===== src/verilog/cre_pkg.sv =====
/*
  constants, register map and carrier types of the capture record engine.
  assumes a 100 MHz core clock and a 32-bit little-endian data path.
*/
`default_nettype none
package cre_pkg;
  // --------------------------------------------------------------------------
  // timing
  // --------------------------------------------------------------------------
  localparam int CLK_PERIOD_NS = 10;
  localparam int LED_TICK_MS = 50;
  localparam int LED_TICK_CYCLES = LED_TICK_MS * 1000000 / CLK_PERIOD_NS;

  // --------------------------------------------------------------------------
  // register map
  // --------------------------------------------------------------------------
  localparam logic [7:0] REG_CTRL = 8'h00;
  localparam logic [7:0] REG_SNAP = 8'h04;
  localparam logic [7:0] REG_MEM = 8'h08;
  localparam logic [7:0] REG_TOTAL = 8'h0C;
  localparam logic [7:0] REG_RD_PTR = 8'h10;
  localparam logic [7:0] REG_WR_PTR = 8'h14;
  localparam logic [7:0] REG_LOSS = 8'h18;
  localparam logic [7:0] REG_STATUS = 8'h1C;

  localparam int CTRL_VARLEN = 0;
  localparam int CTRL_ALIGN = 1;
  localparam int CTRL_RXTX = 2;
  localparam int CTRL_EN_LSB = 8;
  localparam int STAT_FULL = 0;
  localparam int STAT_RX_BUSY = 1;
  localparam int STAT_TX_BUSY = 2;

  localparam logic [11:0] SNAP_RST = 12'h030;
  localparam logic [11:0] SNAP_MIN = 12'h010;
  localparam logic [11:0] SNAP_MAX = 12'h7F8;
  localparam logic [15:0] HDR_BYTES = 16'h0010;
  localparam logic [15:0] RXTX_TX_MB = 16'h0010;
  localparam logic [15:0] TX_MB_RST = 16'h0000;
  localparam logic VARLEN_RST = 1'b1;
  localparam logic ALIGN_RST = 1'b0;

  // --------------------------------------------------------------------------
  // carriers
  // --------------------------------------------------------------------------
  typedef struct packed {
    logic valid;
    logic sop;
    logic eop;
    logic [1:0] port;
    logic [2:0] nbytes;
    logic [31:0] data;
  } cre_rx_beat_s;

  typedef struct packed {
    logic valid;
    logic [31:0] addr;
    logic [31:0] data;
  } cre_mem_wr_s;

  typedef struct packed {
    logic valid;
    logic last;
    logic [31:0] data;
  } cre_tx_word_s;
endpackage
`default_nettype wire


===== src/verilog/cre_engine.sv =====
/*
  capture record engine: receive framing into a host ring, transmit pass.
  assumes host memory accepts one word write per cycle and the line
  takes one transmit word per cycle; network beats share this clock.
*/
// Decided for this implementation: the plain strobed port and the address map.
// How it works
// - snap length resets to 48 bytes of payload per record
// - variable mode stores short packets whole, record shrinks to fit
// - packets longer than snap length are cut to snap length bytes
// - fixed mode pads short packets up to the snap length
// - every record is a 16-byte header then payload; length is 16 plus payload
// - each port capture enable; disabled ports produce no records
// - each accepted packet writes one record into the receive ring
// - full receive ring discards new packets until host frees space
// - discards are counted and reported in the next record header
// - activity lamp blinks while the receive ring is full
// - buffer megabytes split between receive stream 0 and transmit stream 1
// - default split gives receive all memory, transmit none
// - combined option gives transmit 16 MiB, receive keeps the rest
// - engine never originates frames; only host records go out
// - host record payloads are sent at full line rate, with four idle cycles where each header is dropped
// - capture continues while transmit is running
// - alignment option rounds every record length to 64 bits
`timescale 1ns/1ps
`default_nettype none
module cre_engine #(
  parameter int NUM_PORTS = 4,
  parameter int TOTAL_MB = 32,
  parameter logic [31:0] RX_BASE = 32'h0000_0000,
  parameter logic [7:0] REC_TYPE = 8'h01, // arbitrary value
  parameter int LED_TICK_CYCLES = cre_pkg::LED_TICK_CYCLES
) (
  input wire logic i_clk,
  input wire logic i_reset,
  input wire logic [7:0] i_reg_addr,
  input wire logic [31:0] i_reg_wdata,
  input wire logic i_reg_wr,
  input wire logic i_reg_rd,
  output logic [31:0] o_reg_rdata,
  input wire cre_pkg::cre_rx_beat_s i_rx,
  output logic o_rx_ready,
  output cre_pkg::cre_mem_wr_s o_mem,
  input wire cre_pkg::cre_tx_word_s i_tx,
  output logic o_tx_ready,
  output cre_pkg::cre_tx_word_s o_line,
  output logic o_capture_led
);
  initial begin
    if (NUM_PORTS < 1 || NUM_PORTS > 4) $error("NUM_PORTS must be 1..4");
    if (TOTAL_MB <= 16 || TOTAL_MB > 4095) $error("TOTAL_MB out of range");
  end

  typedef enum logic [2:0] {ST_IDLE, ST_PAYLOAD, ST_DROP, ST_PAD, ST_HDR} cre_state_e;

  function automatic logic [31:0] ring_add(input logic [31:0] off, input logic [31:0] inc,
                                           input logic [31:0] size);
    logic [31:0] sum;
    sum = off + inc;
    ring_add = (sum >= size) ? sum - size : sum;
  endfunction

  // --------------------------------------------------------------------------
  // registers
  // --------------------------------------------------------------------------
  logic varlen_q;
  logic align_q;
  logic [NUM_PORTS-1:0] port_en_q;
  logic [11:0] snap_q;
  logic [15:0] tx_mb_q;
  logic [31:0] rd_ptr_q;
  logic [31:0] wr_ptr_q;
  logic [31:0] loss_total_q;
  logic [31:0] rdata_q;

  cre_state_e state_q, state_d;
  logic tx_busy_q;

  wire logic busy = (state_q != ST_IDLE) || tx_busy_q;
  wire logic wr_ctrl = i_reg_wr && i_reg_addr == cre_pkg::REG_CTRL;
  wire logic wr_snap = i_reg_wr && i_reg_addr == cre_pkg::REG_SNAP;
  wire logic wr_mem = i_reg_wr && i_reg_addr == cre_pkg::REG_MEM;
  wire logic wr_rdp = i_reg_wr && i_reg_addr == cre_pkg::REG_RD_PTR;
  wire logic [15:0] rx_mb = 16'(TOTAL_MB) - tx_mb_q;
  wire logic [31:0] ring_size = {rx_mb[11:0], 20'h0_0000};

  always_ff @(posedge i_clk or posedge i_reset) begin
    if (i_reset) begin
      varlen_q <= cre_pkg::VARLEN_RST;
      align_q <= cre_pkg::ALIGN_RST;
      port_en_q <= '1;
      snap_q <= cre_pkg::SNAP_RST;
      tx_mb_q <= cre_pkg::TX_MB_RST;
      rd_ptr_q <= 32'h0000_0000;
    end else begin
      if (wr_ctrl) begin
        varlen_q <= i_reg_wdata[cre_pkg::CTRL_VARLEN];
        align_q <= i_reg_wdata[cre_pkg::CTRL_ALIGN];
        port_en_q <= i_reg_wdata[cre_pkg::CTRL_EN_LSB +: NUM_PORTS];
      end
      // split stays put while traffic runs
      if (wr_ctrl && i_reg_wdata[cre_pkg::CTRL_RXTX] && !busy) begin
        tx_mb_q <= cre_pkg::RXTX_TX_MB;
      end else if (wr_mem && !busy && i_reg_wdata[15:0] < 16'(TOTAL_MB)) begin
        tx_mb_q <= i_reg_wdata[15:0];
      end
      if (wr_snap) begin
        snap_q <= {i_reg_wdata[11:2], 2'b00};
      end
      if (wr_rdp) begin
        rd_ptr_q <= i_reg_wdata;
      end
    end
  end

  // --------------------------------------------------------------------------
  // ring occupancy
  // --------------------------------------------------------------------------
  wire logic [31:0] used = (wr_ptr_q >= rd_ptr_q) ? wr_ptr_q - rd_ptr_q
                                                  : ring_size - rd_ptr_q + wr_ptr_q;
  wire logic [31:0] need = {20'h0_0000, snap_q} + 32'h0000_0018;
  // one worst-case record must fit, so a record never overruns the reader
  wire logic full = (ring_size - used) <= need;

  // --------------------------------------------------------------------------
  // receive path
  // --------------------------------------------------------------------------
  logic [31:0] base_q;
  logic [15:0] bytes_q;
  logic [9:0] word_q;
  logic [1:0] hdr_idx_q;
  logic [1:0] port_q;
  logic [15:0] lctr_q;
  logic [63:0] ts_q;
  logic [63:0] ts_cap_q;
  logic rx_ready_q;
  cre_pkg::cre_mem_wr_s mem_q;
  logic [11:0] body;
  logic [15:0] rec_len;

  cre_len_calc u_len (
    .i_snap(snap_q),
    .i_wire_len(bytes_q),
    .i_varlen(varlen_q),
    .i_align(align_q),
    .o_body(body),
    .o_rec_len(rec_len)
  );

  wire logic accept = i_rx.valid && rx_ready_q;
  wire logic start = accept && i_rx.sop && state_q == ST_IDLE;
  wire logic port_ok = |(4'(port_en_q) & (4'h1 << i_rx.port));
  wire logic take = start && port_ok && !full;
  wire logic drop_evt = start && port_ok && full;
  wire logic beat_in = take || (accept && state_q == ST_PAYLOAD);
  wire logic [9:0] snap_words = {snap_q[11:2]};
  wire logic [9:0] body_words = {body[11:2]} + {9'h000, body[1] | body[0]};
  wire logic [9:0] word_now = take ? 10'h000 : word_q;
  wire logic beat_wr = beat_in && word_now < snap_words;
  wire logic pad_wr = state_q == ST_PAD && word_q < body_words;
  wire logic hdr_wr = state_q == ST_HDR;
  wire logic [31:0] cur_base = take ? wr_ptr_q : base_q;
  wire logic [31:0] pay_off = 32'({word_now, 2'b00}) + 32'(cre_pkg::HDR_BYTES);
  wire logic [31:0] pay_addr = ring_add(cur_base, pay_off, ring_size);
  wire logic [31:0] hdr_addr = ring_add(base_q, 32'({hdr_idx_q, 2'b00}), ring_size);
  wire logic [2:0] nb = i_rx.eop ? i_rx.nbytes : 3'h4;
  wire logic [31:0] byte_mask = (nb >= 3'h4) ? 32'hFFFF_FFFF
                              : (32'h0000_0001 << {nb, 3'b000}) - 32'h0000_0001;
  wire logic [31:0] beat_data = i_rx.data & byte_mask;
  wire logic [15:0] lctr_next = (lctr_q == 16'hFFFF) ? lctr_q : lctr_q + 16'h0001;
  wire logic lctr_take = hdr_wr && hdr_idx_q == 2'd3;
  wire logic [31:0] step = 32'((rec_len + 16'h0003) & 16'hFFFC);

  logic [31:0] hdr_word;
  always_comb begin
    unique case (hdr_idx_q)
      2'd0: hdr_word = ts_cap_q[31:0];
      2'd1: hdr_word = ts_cap_q[63:32];
      2'd2: hdr_word = {rec_len, 6'b00_0000, port_q, REC_TYPE};
      2'd3: hdr_word = {bytes_q, lctr_q};
    endcase
  end

  always_comb begin
    state_d = state_q;
    unique case (state_q)
      ST_IDLE: begin
        if (start && !take && !i_rx.eop) begin
          state_d = ST_DROP;
        end else if (take) begin
          state_d = i_rx.eop ? ST_PAD : ST_PAYLOAD;
        end
      end
      ST_PAYLOAD: begin
        if (accept && i_rx.eop) begin
          state_d = ST_PAD;
        end
      end
      ST_DROP: begin
        if (accept && i_rx.eop) begin
          state_d = ST_IDLE;
        end
      end
      ST_PAD: begin
        if (!pad_wr) begin
          state_d = ST_HDR;
        end
      end
      ST_HDR: begin
        if (hdr_idx_q == 2'd3) begin
          state_d = ST_IDLE;
        end
      end
    endcase
  end

  always_ff @(posedge i_clk or posedge i_reset) begin
    if (i_reset) begin
      state_q <= ST_IDLE;
      rx_ready_q <= 1'b0;
      ts_q <= 64'h0000_0000_0000_0000;
    end else begin
      state_q <= state_d;
      // stall the source while padding and header words occupy the port
      rx_ready_q <= state_d == ST_IDLE || state_d == ST_PAYLOAD || state_d == ST_DROP;
      ts_q <= ts_q + 64'h0000_0000_0000_0001;
    end
  end

  always_ff @(posedge i_clk or posedge i_reset) begin
    if (i_reset) begin
      base_q <= 32'h0000_0000;
      bytes_q <= 16'h0000;
      word_q <= 10'h000;
      hdr_idx_q <= 2'd0;
      port_q <= 2'd0;
      ts_cap_q <= 64'h0000_0000_0000_0000;
      wr_ptr_q <= 32'h0000_0000;
    end else begin
      if (take) begin
        base_q <= wr_ptr_q;
        port_q <= i_rx.port;
        ts_cap_q <= ts_q;
        bytes_q <= {13'h0000, nb};
      end else if (beat_in) begin
        bytes_q <= bytes_q + {13'h0000, nb};
      end
      if (beat_wr || pad_wr) begin
        word_q <= word_now + 10'h001;
      end else if (take) begin
        word_q <= 10'h000;
      end
      hdr_idx_q <= hdr_wr ? hdr_idx_q + 2'd1 : 2'd0;
      if (lctr_take) begin
        wr_ptr_q <= ring_add(base_q, step, ring_size);
      end
    end
  end

  always_ff @(posedge i_clk or posedge i_reset) begin
    if (i_reset) begin
      lctr_q <= 16'h0000;
      loss_total_q <= 32'h0000_0000;
    end else begin
      // a drop in the clearing cycle still counts
      if (drop_evt) begin
        lctr_q <= lctr_take ? 16'h0001 : lctr_next;
        loss_total_q <= loss_total_q + 32'h0000_0001;
      end else if (lctr_take) begin
        lctr_q <= 16'h0000;
      end
    end
  end

  always_ff @(posedge i_clk or posedge i_reset) begin
    if (i_reset) begin
      mem_q <= '0;
    end else begin
      mem_q.valid <= beat_wr || pad_wr || hdr_wr;
      mem_q.addr <= RX_BASE + (hdr_wr ? hdr_addr : pay_addr);
      mem_q.data <= hdr_wr ? hdr_word : (pad_wr ? 32'h0000_0000 : beat_data);
    end
  end

  // --------------------------------------------------------------------------
  // transmit path
  // --------------------------------------------------------------------------
  logic [2:0] tx_skip_q;
  logic tx_ready_q;
  cre_pkg::cre_tx_word_s line_q;
  wire logic tx_en = tx_mb_q != 16'h0000;
  wire logic tx_take = i_tx.valid && tx_ready_q;
  wire logic tx_body = tx_take && tx_skip_q == 3'd4;

  // independent of the receive machine, so capture never pauses
  always_ff @(posedge i_clk or posedge i_reset) begin
    if (i_reset) begin
      tx_skip_q <= 3'd0;
      tx_ready_q <= 1'b0;
      tx_busy_q <= 1'b0;
      line_q <= '0;
    end else begin
      tx_ready_q <= tx_en;
      if (tx_take) begin
        tx_skip_q <= i_tx.last ? 3'd0 : (tx_skip_q == 3'd4 ? tx_skip_q : tx_skip_q + 3'd1);
        tx_busy_q <= !i_tx.last;
      end
      // header words stay home; only host payload reaches the line
      line_q.valid <= tx_body;
      line_q.last <= tx_body && i_tx.last;
      line_q.data <= tx_body ? i_tx.data : 32'h0000_0000;
    end
  end

  // --------------------------------------------------------------------------
  // register read and lamp
  // --------------------------------------------------------------------------
  wire logic [31:0] ctrl_rd = 32'({port_en_q, 6'h00, align_q, varlen_q});
  wire logic [31:0] stat_rd = {29'h0000_0000, tx_busy_q, state_q != ST_IDLE, full};

  always_ff @(posedge i_clk or posedge i_reset) begin
    if (i_reset) begin
      rdata_q <= 32'h0000_0000;
    end else if (i_reg_rd) begin
      unique case (i_reg_addr)
        cre_pkg::REG_CTRL: rdata_q <= ctrl_rd;
        cre_pkg::REG_SNAP: rdata_q <= {20'h0_0000, snap_q};
        cre_pkg::REG_MEM: rdata_q <= {rx_mb, tx_mb_q};
        cre_pkg::REG_TOTAL: rdata_q <= 32'(TOTAL_MB);
        cre_pkg::REG_RD_PTR: rdata_q <= rd_ptr_q;
        cre_pkg::REG_WR_PTR: rdata_q <= wr_ptr_q;
        cre_pkg::REG_LOSS: rdata_q <= loss_total_q;
        cre_pkg::REG_STATUS: rdata_q <= stat_rd;
        default: rdata_q <= 32'h0000_0000;
      endcase
    end else begin
      rdata_q <= 32'h0000_0000;
    end
  end

  cre_led #(
    .TICK_CYCLES(LED_TICK_CYCLES)
  ) u_led (
    .i_clk(i_clk),
    .i_reset(i_reset),
    .i_activity(lctr_take),
    .i_full(full),
    .o_led(o_capture_led)
  );

  assign o_reg_rdata = rdata_q;
  assign o_rx_ready = rx_ready_q;
  assign o_mem = mem_q;
  assign o_tx_ready = tx_ready_q;
  assign o_line = line_q;
endmodule
`default_nettype wire


===== src/verilog/cre_len_calc.sv =====
/*
  stored payload length and record length of one capture record.
  assumes snap length already legal (multiple of 4, 16..2040).
*/
`timescale 1ns/1ps
`default_nettype none
module cre_len_calc (
  input wire logic [11:0] i_snap,
  input wire logic [15:0] i_wire_len,
  input wire logic i_varlen,
  input wire logic i_align,
  output logic [11:0] o_body,
  output logic [15:0] o_rec_len
);
  // --------------------------------------------------------------------------
  // length arithmetic
  // --------------------------------------------------------------------------
  wire logic longer = i_wire_len > {4'h0, i_snap};
  wire logic [11:0] cap = longer ? i_snap : i_wire_len[11:0];
  wire logic [11:0] raw = i_varlen ? cap : i_snap;
  wire logic [11:0] rnd = (raw + 12'h007) & 12'hFF8;

  assign o_body = i_align ? rnd : raw;
  assign o_rec_len = cre_pkg::HDR_BYTES + {4'h0, o_body};
endmodule
`default_nettype wire


===== src/verilog/cre_led.sv =====
/*
  capture activity indicator with its own slow tick divider.
  assumes activity is a one-cycle pulse per written record.
*/
`timescale 1ns/1ps
`default_nettype none
module cre_led #(
  parameter int TICK_CYCLES = cre_pkg::LED_TICK_CYCLES
) (
  input wire logic i_clk,
  input wire logic i_reset,
  input wire logic i_activity,
  input wire logic i_full,
  output logic o_led
);
  initial begin
    if (TICK_CYCLES < 2) $error("tick too short");
  end

  // --------------------------------------------------------------------------
  // divider and stretch
  // --------------------------------------------------------------------------
  logic [31:0] div_q;
  logic seen_q;
  logic led_q;
  wire logic tick = div_q == 32'(TICK_CYCLES - 1);

  always_ff @(posedge i_clk or posedge i_reset) begin
    if (i_reset) begin
      div_q <= 32'h0000_0000;
      seen_q <= 1'b0;
      led_q <= 1'b0;
    end else begin
      div_q <= tick ? 32'h0000_0000 : div_q + 32'h0000_0001;
      if (tick) begin
        seen_q <= i_activity;
      end else if (i_activity) begin
        seen_q <= 1'b1;
      end
      // full buffer blinks instead of steady activity
      if (tick) begin
        led_q <= i_full ? ~led_q : seen_q;
      end
    end
  end

  assign o_led = led_q;
endmodule
`default_nettype wire


===== config.mk =====
export PLATFORM = sky130hd
export DESIGN_NAME = cre_engine
export DESIGN_NICKNAME = d
export VERILOG_FILES = /design/src/verilog/cre_pkg.sv /design/src/verilog/cre_engine.sv /design/src/verilog/cre_len_calc.sv /design/src/verilog/cre_led.sv
export SDC_FILE = /design/constraint.sdc
export NUM_CORES = 2
export LEC_CHECK = 0
export BUFFER_PORTS_ARGS = -buffer_cell sky130_fd_sc_hd__buf_2
export CAP_MARGIN = 20
export CORE_MARGIN = 5
export CORE_UTILIZATION = 62
export CTS_CLUSTER_DIAMETER = 150
export DETAILED_ROUTE_END_ITERATION = 8
export PLACE_DENSITY = 0.82
export SKIP_CTS_REPAIR_TIMING = 1
export SLEW_MARGIN = 20
export SYNTH_ARGS = -nofsm -noshare
export SYNTH_HDL_FRONTEND = slang
export SYNTH_SLANG_ARGS = --single-unit

===== constraint.sdc =====
create_clock -name i_clk -period 20.9 [get_ports i_clk]
set_clock_uncertainty 0.2 [all_clocks]
set_input_delay 3.135 -clock i_clk [delete_from_list [all_inputs] [get_ports i_clk]]
set_output_delay 3.135 -clock i_clk [all_outputs]
set_load 0.05 [all_outputs]

---- After elaboration in Yosys (flattened, before gate mapping) ----
Index checks and enable logic that the tools add are counted.
word-level totals
  memory bits (writable) .................. 0
  bits in registers ....................... 508
  bits in read-only memories .............. 0
  input bits .............................. 118
  word-level logic and storage cells ...... 184
  output and inout bits ................... 134
  memories ................................ 0
  latch bits .............................. 0
operators by class
  multiplexer cells ....................... 42
  shifts and indexed selects .............. 2
  add/sub/neg operators ................... 26
  magnitude comparators ................... 10
  equality and inequality tests ........... 21
  bitwise logic cells ..................... 4
  multiply operators ...................... 0
  divide/modulo/power cells ............... 0
  reductions and logical operators ........ 48
operators with widths
  kind                                                    count
  two-way mux 32 bit                                      12
  one-hot mux 32 bit (8 select lines)                     1
  subtractor 32 bit                                       6
  >= comparator 32 bit                                    4
  two-way mux 16 bit                                      8
  one-hot mux 32 bit (4 select lines)                     1
  adder 32 x 1 -> 32 bit (second input constant)          2
  adder 64 x 1 -> 64 bit (second input constant)          1
  two-way mux 12 bit                                      3
  adder 32 x 13 -> 32 bit                                 1
  adder 32 x 16 -> 32 bit                                 1
  adder 32 bit                                            1
  adder 32 x 4 -> 32 bit                                  1
  AND 32 bit                                              1
  equality test 32 x 23 -> 1 bit (second input constant)  1
  equality test 8 x 5 -> 1 bit (second input constant)    4
  <= comparator 32 x 13 -> 1 bit                          1
  left shift 1 x 6 -> 32 bit (first input constant)       1
  subtractor 32 x 1 -> 32 bit (second input constant)     1
  two-way mux 3 bit                                       9
  adder 12 x 5 -> 13 bit (second input constant)          2
  logical AND 1 bit                                       24
  less-than comparator 10 bit                             2
  two-way mux 10 bit                                      2
  39 further kinds                                        63

---- Depth between registers and ports, before layout ----
  word-level depth ........................ 16
  gate-level depth with buffers ........... 69
  mapped depth without buffers ............ 65

---- Modules after synthesis ----
From an unflattened synthesis, not the netlist that was laid out.
second synthesis, totals
  cells, all modules ...................... 3640
  area total of the unflattened synthesis .. 34112.7 um^2
modules (own cells, without submodules)
  module        times used  area each (um^2)  sequential area each (um^2)  cells an instance
  cre_engine    1           31366.3           11870.1                      3341
  cre_led       1           1650.3            850.8                        159
  cre_len_calc  1           1096.1            0.0                          140

---- Worst setup path before layout ----
No wires, ideal clock.
  path kind ............................... reg2reg
  start point ............................. reg rd_ptr_q[4]
  end point ............................... reg mem_q (netlist bit o_mem[53])
  required time ........................... 20.627 ns
  path buffers ............................ 7
  setup time .............................. 0.073 ns
  data arrival time ....................... 12.982 ns
  slack ................................... 7.645 ns
  cell stages (with the launch flop) ...... 67
  period minus slack after synthesis ...... 13.255 ns
  cell sequence ........................... dfrtp_1 inv_1 ha_1 inv_1 fa_1 buf_2 or3b_1 and3_4 a21boi_0 o2111ai_1 a21oi_1 o21ai_0 a21boi_0 o21ai_0 a21boi_0 o21ai_0 a21boi_0 o21ai_0 [31 not listed] nand2b_1 a21oi_1 a21o_1 nor2_1 xnor2_1 inv_1 ha_1 or4b_2 or4_1 nor3_1 nand3_1 nor4_1 o21ai_1 a2111oi_4 a31oi_2 buf_6 mux2_4 a21oi_2
on the way
  elaborated cells on any way between the ends .. 17
  classes of those cells .................. 7 x add/sub; 3 x order compare; 5 x mux; 2 x reduce/logical
RTL lines
  element                                                    line               source
  start, declared                                            cre_engine.sv:71   logic [31:0] rd_ptr_q;
  start signal, assigned                                     cre_engine.sv:111  rd_ptr_q <= i_reg_wdata;
  subtractor 32 bit                                          cre_engine.sv:120  : ring_size - rd_ptr_q + wr_ptr_q;
  adder 32 bit                                               cre_engine.sv:120
  two-way mux 32 bit *                                       cre_engine.sv:119  wire logic [31:0] used = (wr_ptr_q >= rd_ptr_q) ? wr_ptr_q - rd_ptr_q
  subtractor 32 bit *                                        cre_engine.sv:123  wire logic full = (ring_size - used) <= need;
  <= comparator 32 x 13 -> 1 bit *                           cre_engine.sv:123
  zero test 1 bit *                                          cre_engine.sv:153  wire logic take = start && port_ok && !full;
  logical AND 1 bit *                                        cre_engine.sv:153
  two-way mux 32 bit *                                       n/a
  named net cur_base[3]                                      cre_engine.sv:162  wire logic [31:0] cur_base = take ? wr_ptr_q : base_q;
  adder 32 x 13 -> 32 bit *                                  cre_engine.sv:59   sum = off + inc;
  subtractor 32 bit or >= comparator 32 bit (tied branches)  cre_engine.sv:60   ring_add = (sum >= size) ? sum - size : sum;
  two-way mux 32 bit *                                       cre_engine.sv:60
  two-way mux 32 bit *                                       cre_engine.sv:280  mem_q.addr <= RX_BASE + (hdr_wr ? hdr_addr : pay_addr);
  end, declared                                              cre_engine.sv:137  cre_pkg::cre_mem_wr_s mem_q;
The timed path passes the listed nets; every way through them passes the cells marked *.
A chain may end at the register's enable or synchronous reset.

---- Worst setup path in the final report ----
  start point ............................. reg rd_ptr_q[1]
  end point ............................... reg mem_q (netlist bit o_mem[52])
The elaborated chain is that of the path after synthesis.

==> flow_summary.json <==
{
  "rsz0062_at_grt": "no",
  "synthFlopType": "dfrtp_1",
  "final_core_utilization": 0.689,
  "dieArea_um2": 59900,
  "synth_cell_type_count": 109,
  "synth_top_area_frac": 0.367,
  "core-area_um2": 54900,
  "grt_usage": 0.349,
  "tns_ns": 0,
  "grt_antenna_before_repair": 5,
  "cts_buffers": 53,
  "cts_root_buffer": "clkbuf_16",
  "p_leak_nw": 17.9,
  "min_period_ns": 15.63,
  "dp_hpwl_mm": 81.2,
  "seq_area_frac_synth": 0.372,
  "final_area_um2": 37800,
  "wl_per_cell_um": 22.7,
  "syn_nets": 4156,
  "io_buffers": 251,
  "synth-edff-count": 0,
  "dr.pass1.iters": 6,
  "timing.final.crit_share": 0.748,
  "finalMaxSlewViolations": 0,
  "cts_buffer_depth": 3,
  "cp-start-kind": "flip-flop",
  "finalWeightedCongestion": 1.02,
  "grt_pass1_vias": 28800,
  "grt_pass1_wl_mm": 166,
  "vias": 30400,
  "area_delta_synth_final_pct": 10.7,
  "cp_common_cell": "o21ai_0",
  "setup_viol": 0,
  "clk_latency_ns": 0.63,
  "drtIter0Drc": 3413,
  "crit_arrival_ns": 15.98,
  "slowest_delay_ns": 0.84,
  "hold_violations": 0,
  "slew_headroom": 0.260,
  "worst_pin_slew_ns": 1.10,
  "crit_type": "flip-flop to flip-flop",
  "num-nets-final": 4352,
  "ant_nets": 0,
  "via_per_inst": 6.41,
  "synth_area_per_cell_um2": 8.99,
  "drive_gt1_frac": 0.126,
  "netlist_top_cells_area": "dfrtp_1 (37%), ha_1 (7.3%), xnor2_1 (6.3%)",
  "clock-sinks": 508,
  "ir_worst_vdd_mv": 0.100,
  "hold_class": "flip-flop to flip-flop",
  "routed_wl_mm": 108,
  "crit_path_max_fanout": 90,
  "syn_area_um2": 34200,
  "syn_inst": 3801,
  "clkTransAtPathRegs_ns": 0.06,
  "fp.dieW_um": 245,
  "grt_max_degree": 181,
  "chipHeight_um": 245,
  "ioPinCount": 252,
  "critPathRequiredTime_ns": 21.25,
  "drc": 0,
  "crit_path_top_delay_cell": "buf_4",
  "status": "completed",
  "maxCapViolCount": 0,
  "p_total_w": 0.00421,
  "row_count": 86,
  "overflow": 0,
  "synth.largest_area_cell": "dfrtp_1",
  "fmax_ghz": 0.0640,
  "pwr_density_cell_nw_per_um2": 111,
  "cts_tree": "yes",
  "start_util": 0.623,
  "ys_ff_latch": 508,
  "hold_slack_ns": 0.273,
  "cp-end-kind": "flip-flop",
  "detailed_place.area_um2": 36100,
  "yosys_warnings": 0,
  "n_fill_cell": 4387,
  "htreeDepth": 2,
  "async_flop_share": 1.00
}
-- per-stage QoR --
stage	std cells	worst slack, ns
5_1_grt	4742	4.39
4_1_cts	4741	5.71
6_report	4744	5.27
2_1_floorplan	3801	3.39
3_3_place_gp	4645	6.23
3_5_place_dp	4645	5.90
-- power by group --
part	internal, W	switching (W)
clock network	0.000533	0.000419
registers	0.00106	0.000102
logic	0.000749	0.00134
total	0.00234	0.00186
-- worst max-delay path: cells and delay by family, from the launching register on --
family,cells,cell delay [ns]
and+or+nand+nor,10,2.19
muxes,2,0.54
xor gates and xnor gates,3,0.81
buffers and inverters,4,1.09
adders and majority gates,6,1.86
AOI/OAI and AO/OA,34,8.42
DFF,1,0.44
-- synth_stat cells (84+ instances only) --
| cell type | n |
|---|---|
| a21o_1 | 84 |
| a21oi_1 | 174 |
| clkbuf_1 | 115 |
| dfrtp_1 | 501 |
| ha_1 | 199 |
| inv_1 | 197 |
| nand2_1 | 530 |
| nand3_1 | 136 |
| nor2_1 | 235 |
| o21ai_0 | 197 |
| xnor2_1 | 245 |
| xor2_1 | 123 |
-- path summary, 6_finish.rpt --
check,to,slack (ns),cells after the start,start
setup / recovery,o_mem[52],5.27,59,rd_ptr_q[1]
max in group asynchronous,tx_mb_q[8],16.59,3,i_reset
setup reg to reg,o_mem[52],5.27,59,rd_ptr_q[1]
hold reg to reg,loss_total_q[31],0.27,1,loss_total_q[31]
hold / removal,loss_total_q[31],0.27,1,loss_total_q[31]
min in group asynchronous,o_mem[1],2.46,2,i_reset
-- state kept, by name (all words and copies together), names as in the netlist, 3 cells and up --
name	count
o_line	34
port_en_q	4
ts_cap_q	64
o_mem	65
loss_total_q	32
state_q	3
rd_ptr_q	32
base_q	32
u_led.div_q	32
word_q	10
tx_mb_q	16
o_reg_rdata	32
lctr_q	16
ts_q	64
bytes_q	16
snap_q	10
wr_ptr_q	32
tx_skip_q	3
-- per-layer routing --
layer / share of wire / track usage / up-vias
met1: 0.41 / 0.481 / 14800
met4: 0.055 / 0.157 / 2
met2: 0.45 / 0.546 / 1579
li1: - / - / 13800
met3: 0.087 / 0.0592 / 326
met5: 0.000065 / 0 / -
-- cell usage in the layout (no fill, tap or decap), types with 15 or more instances in the layout --
cell,synthesis,layout
dfrtp_1,501,501
nand3_1,136,136
mux2i_1,39,39
nor2_1,235,233
nor2b_1,49,49
and4_1,24,24
a21o_1,84,84
nand2b_1,49,49
a31oi_1,43,43
and3_1,62,62
a21oi_1,174,172
a221oi_1,18,18
ha_1,199,198
or3_1,20,20
o21a_1,27,27
and2_1,65,65
clkbuf_16,0,53
buf_2,10,251
nor3_1,60,55
inv_1,197,196
mux2_2,57,57
xnor2_1,245,245
buf_4,5,34
nand2_1,530,528
o21bai_1,25,25
nor4_1,24,24
a211oi_1,16,15
nand4_1,63,63
fa_1,38,38
xor2_1,123,123
o21ai_0,197,197
a22oi_1,82,82
-- cell type report --
type                            instances  area [µm²]  area share
Timing Repair Buffer                  288        1570      0.0415
Clock buffer                           72        1470      0.0388
Inverter                              198         751      0.0198
Tap cell                              704         881      0.0233
Sequential cell                       508       12700       0.336
Multi-Input combinational cell       2948       20200       0.533
Clock inverter                         24         265     0.00701
Antenna cell                            2        5.00    0.000132
-- kinds of logic (layout without fill, tap and decap cells) --
| family | Yosys count | in the layout | synth area share |
|---|---|---|---|
| mux | 100 | 100 | 0.0321 |
| buf+inv | 345 | 582 | 0.0395 |
| other cells | 1 | 3 | 0.000110 |
| fa+ha+maj | 238 | 238 | 0.0954 |
| simple gates | 1391 | 1391 | 0.199 |
| flops | 508 | 508 | 0.372 |
| xor+xnor | 369 | 369 | 0.0951 |
| compound gates | 849 | 849 | 0.167 |
Note: power is estimated with default switching activity, not from simulation.
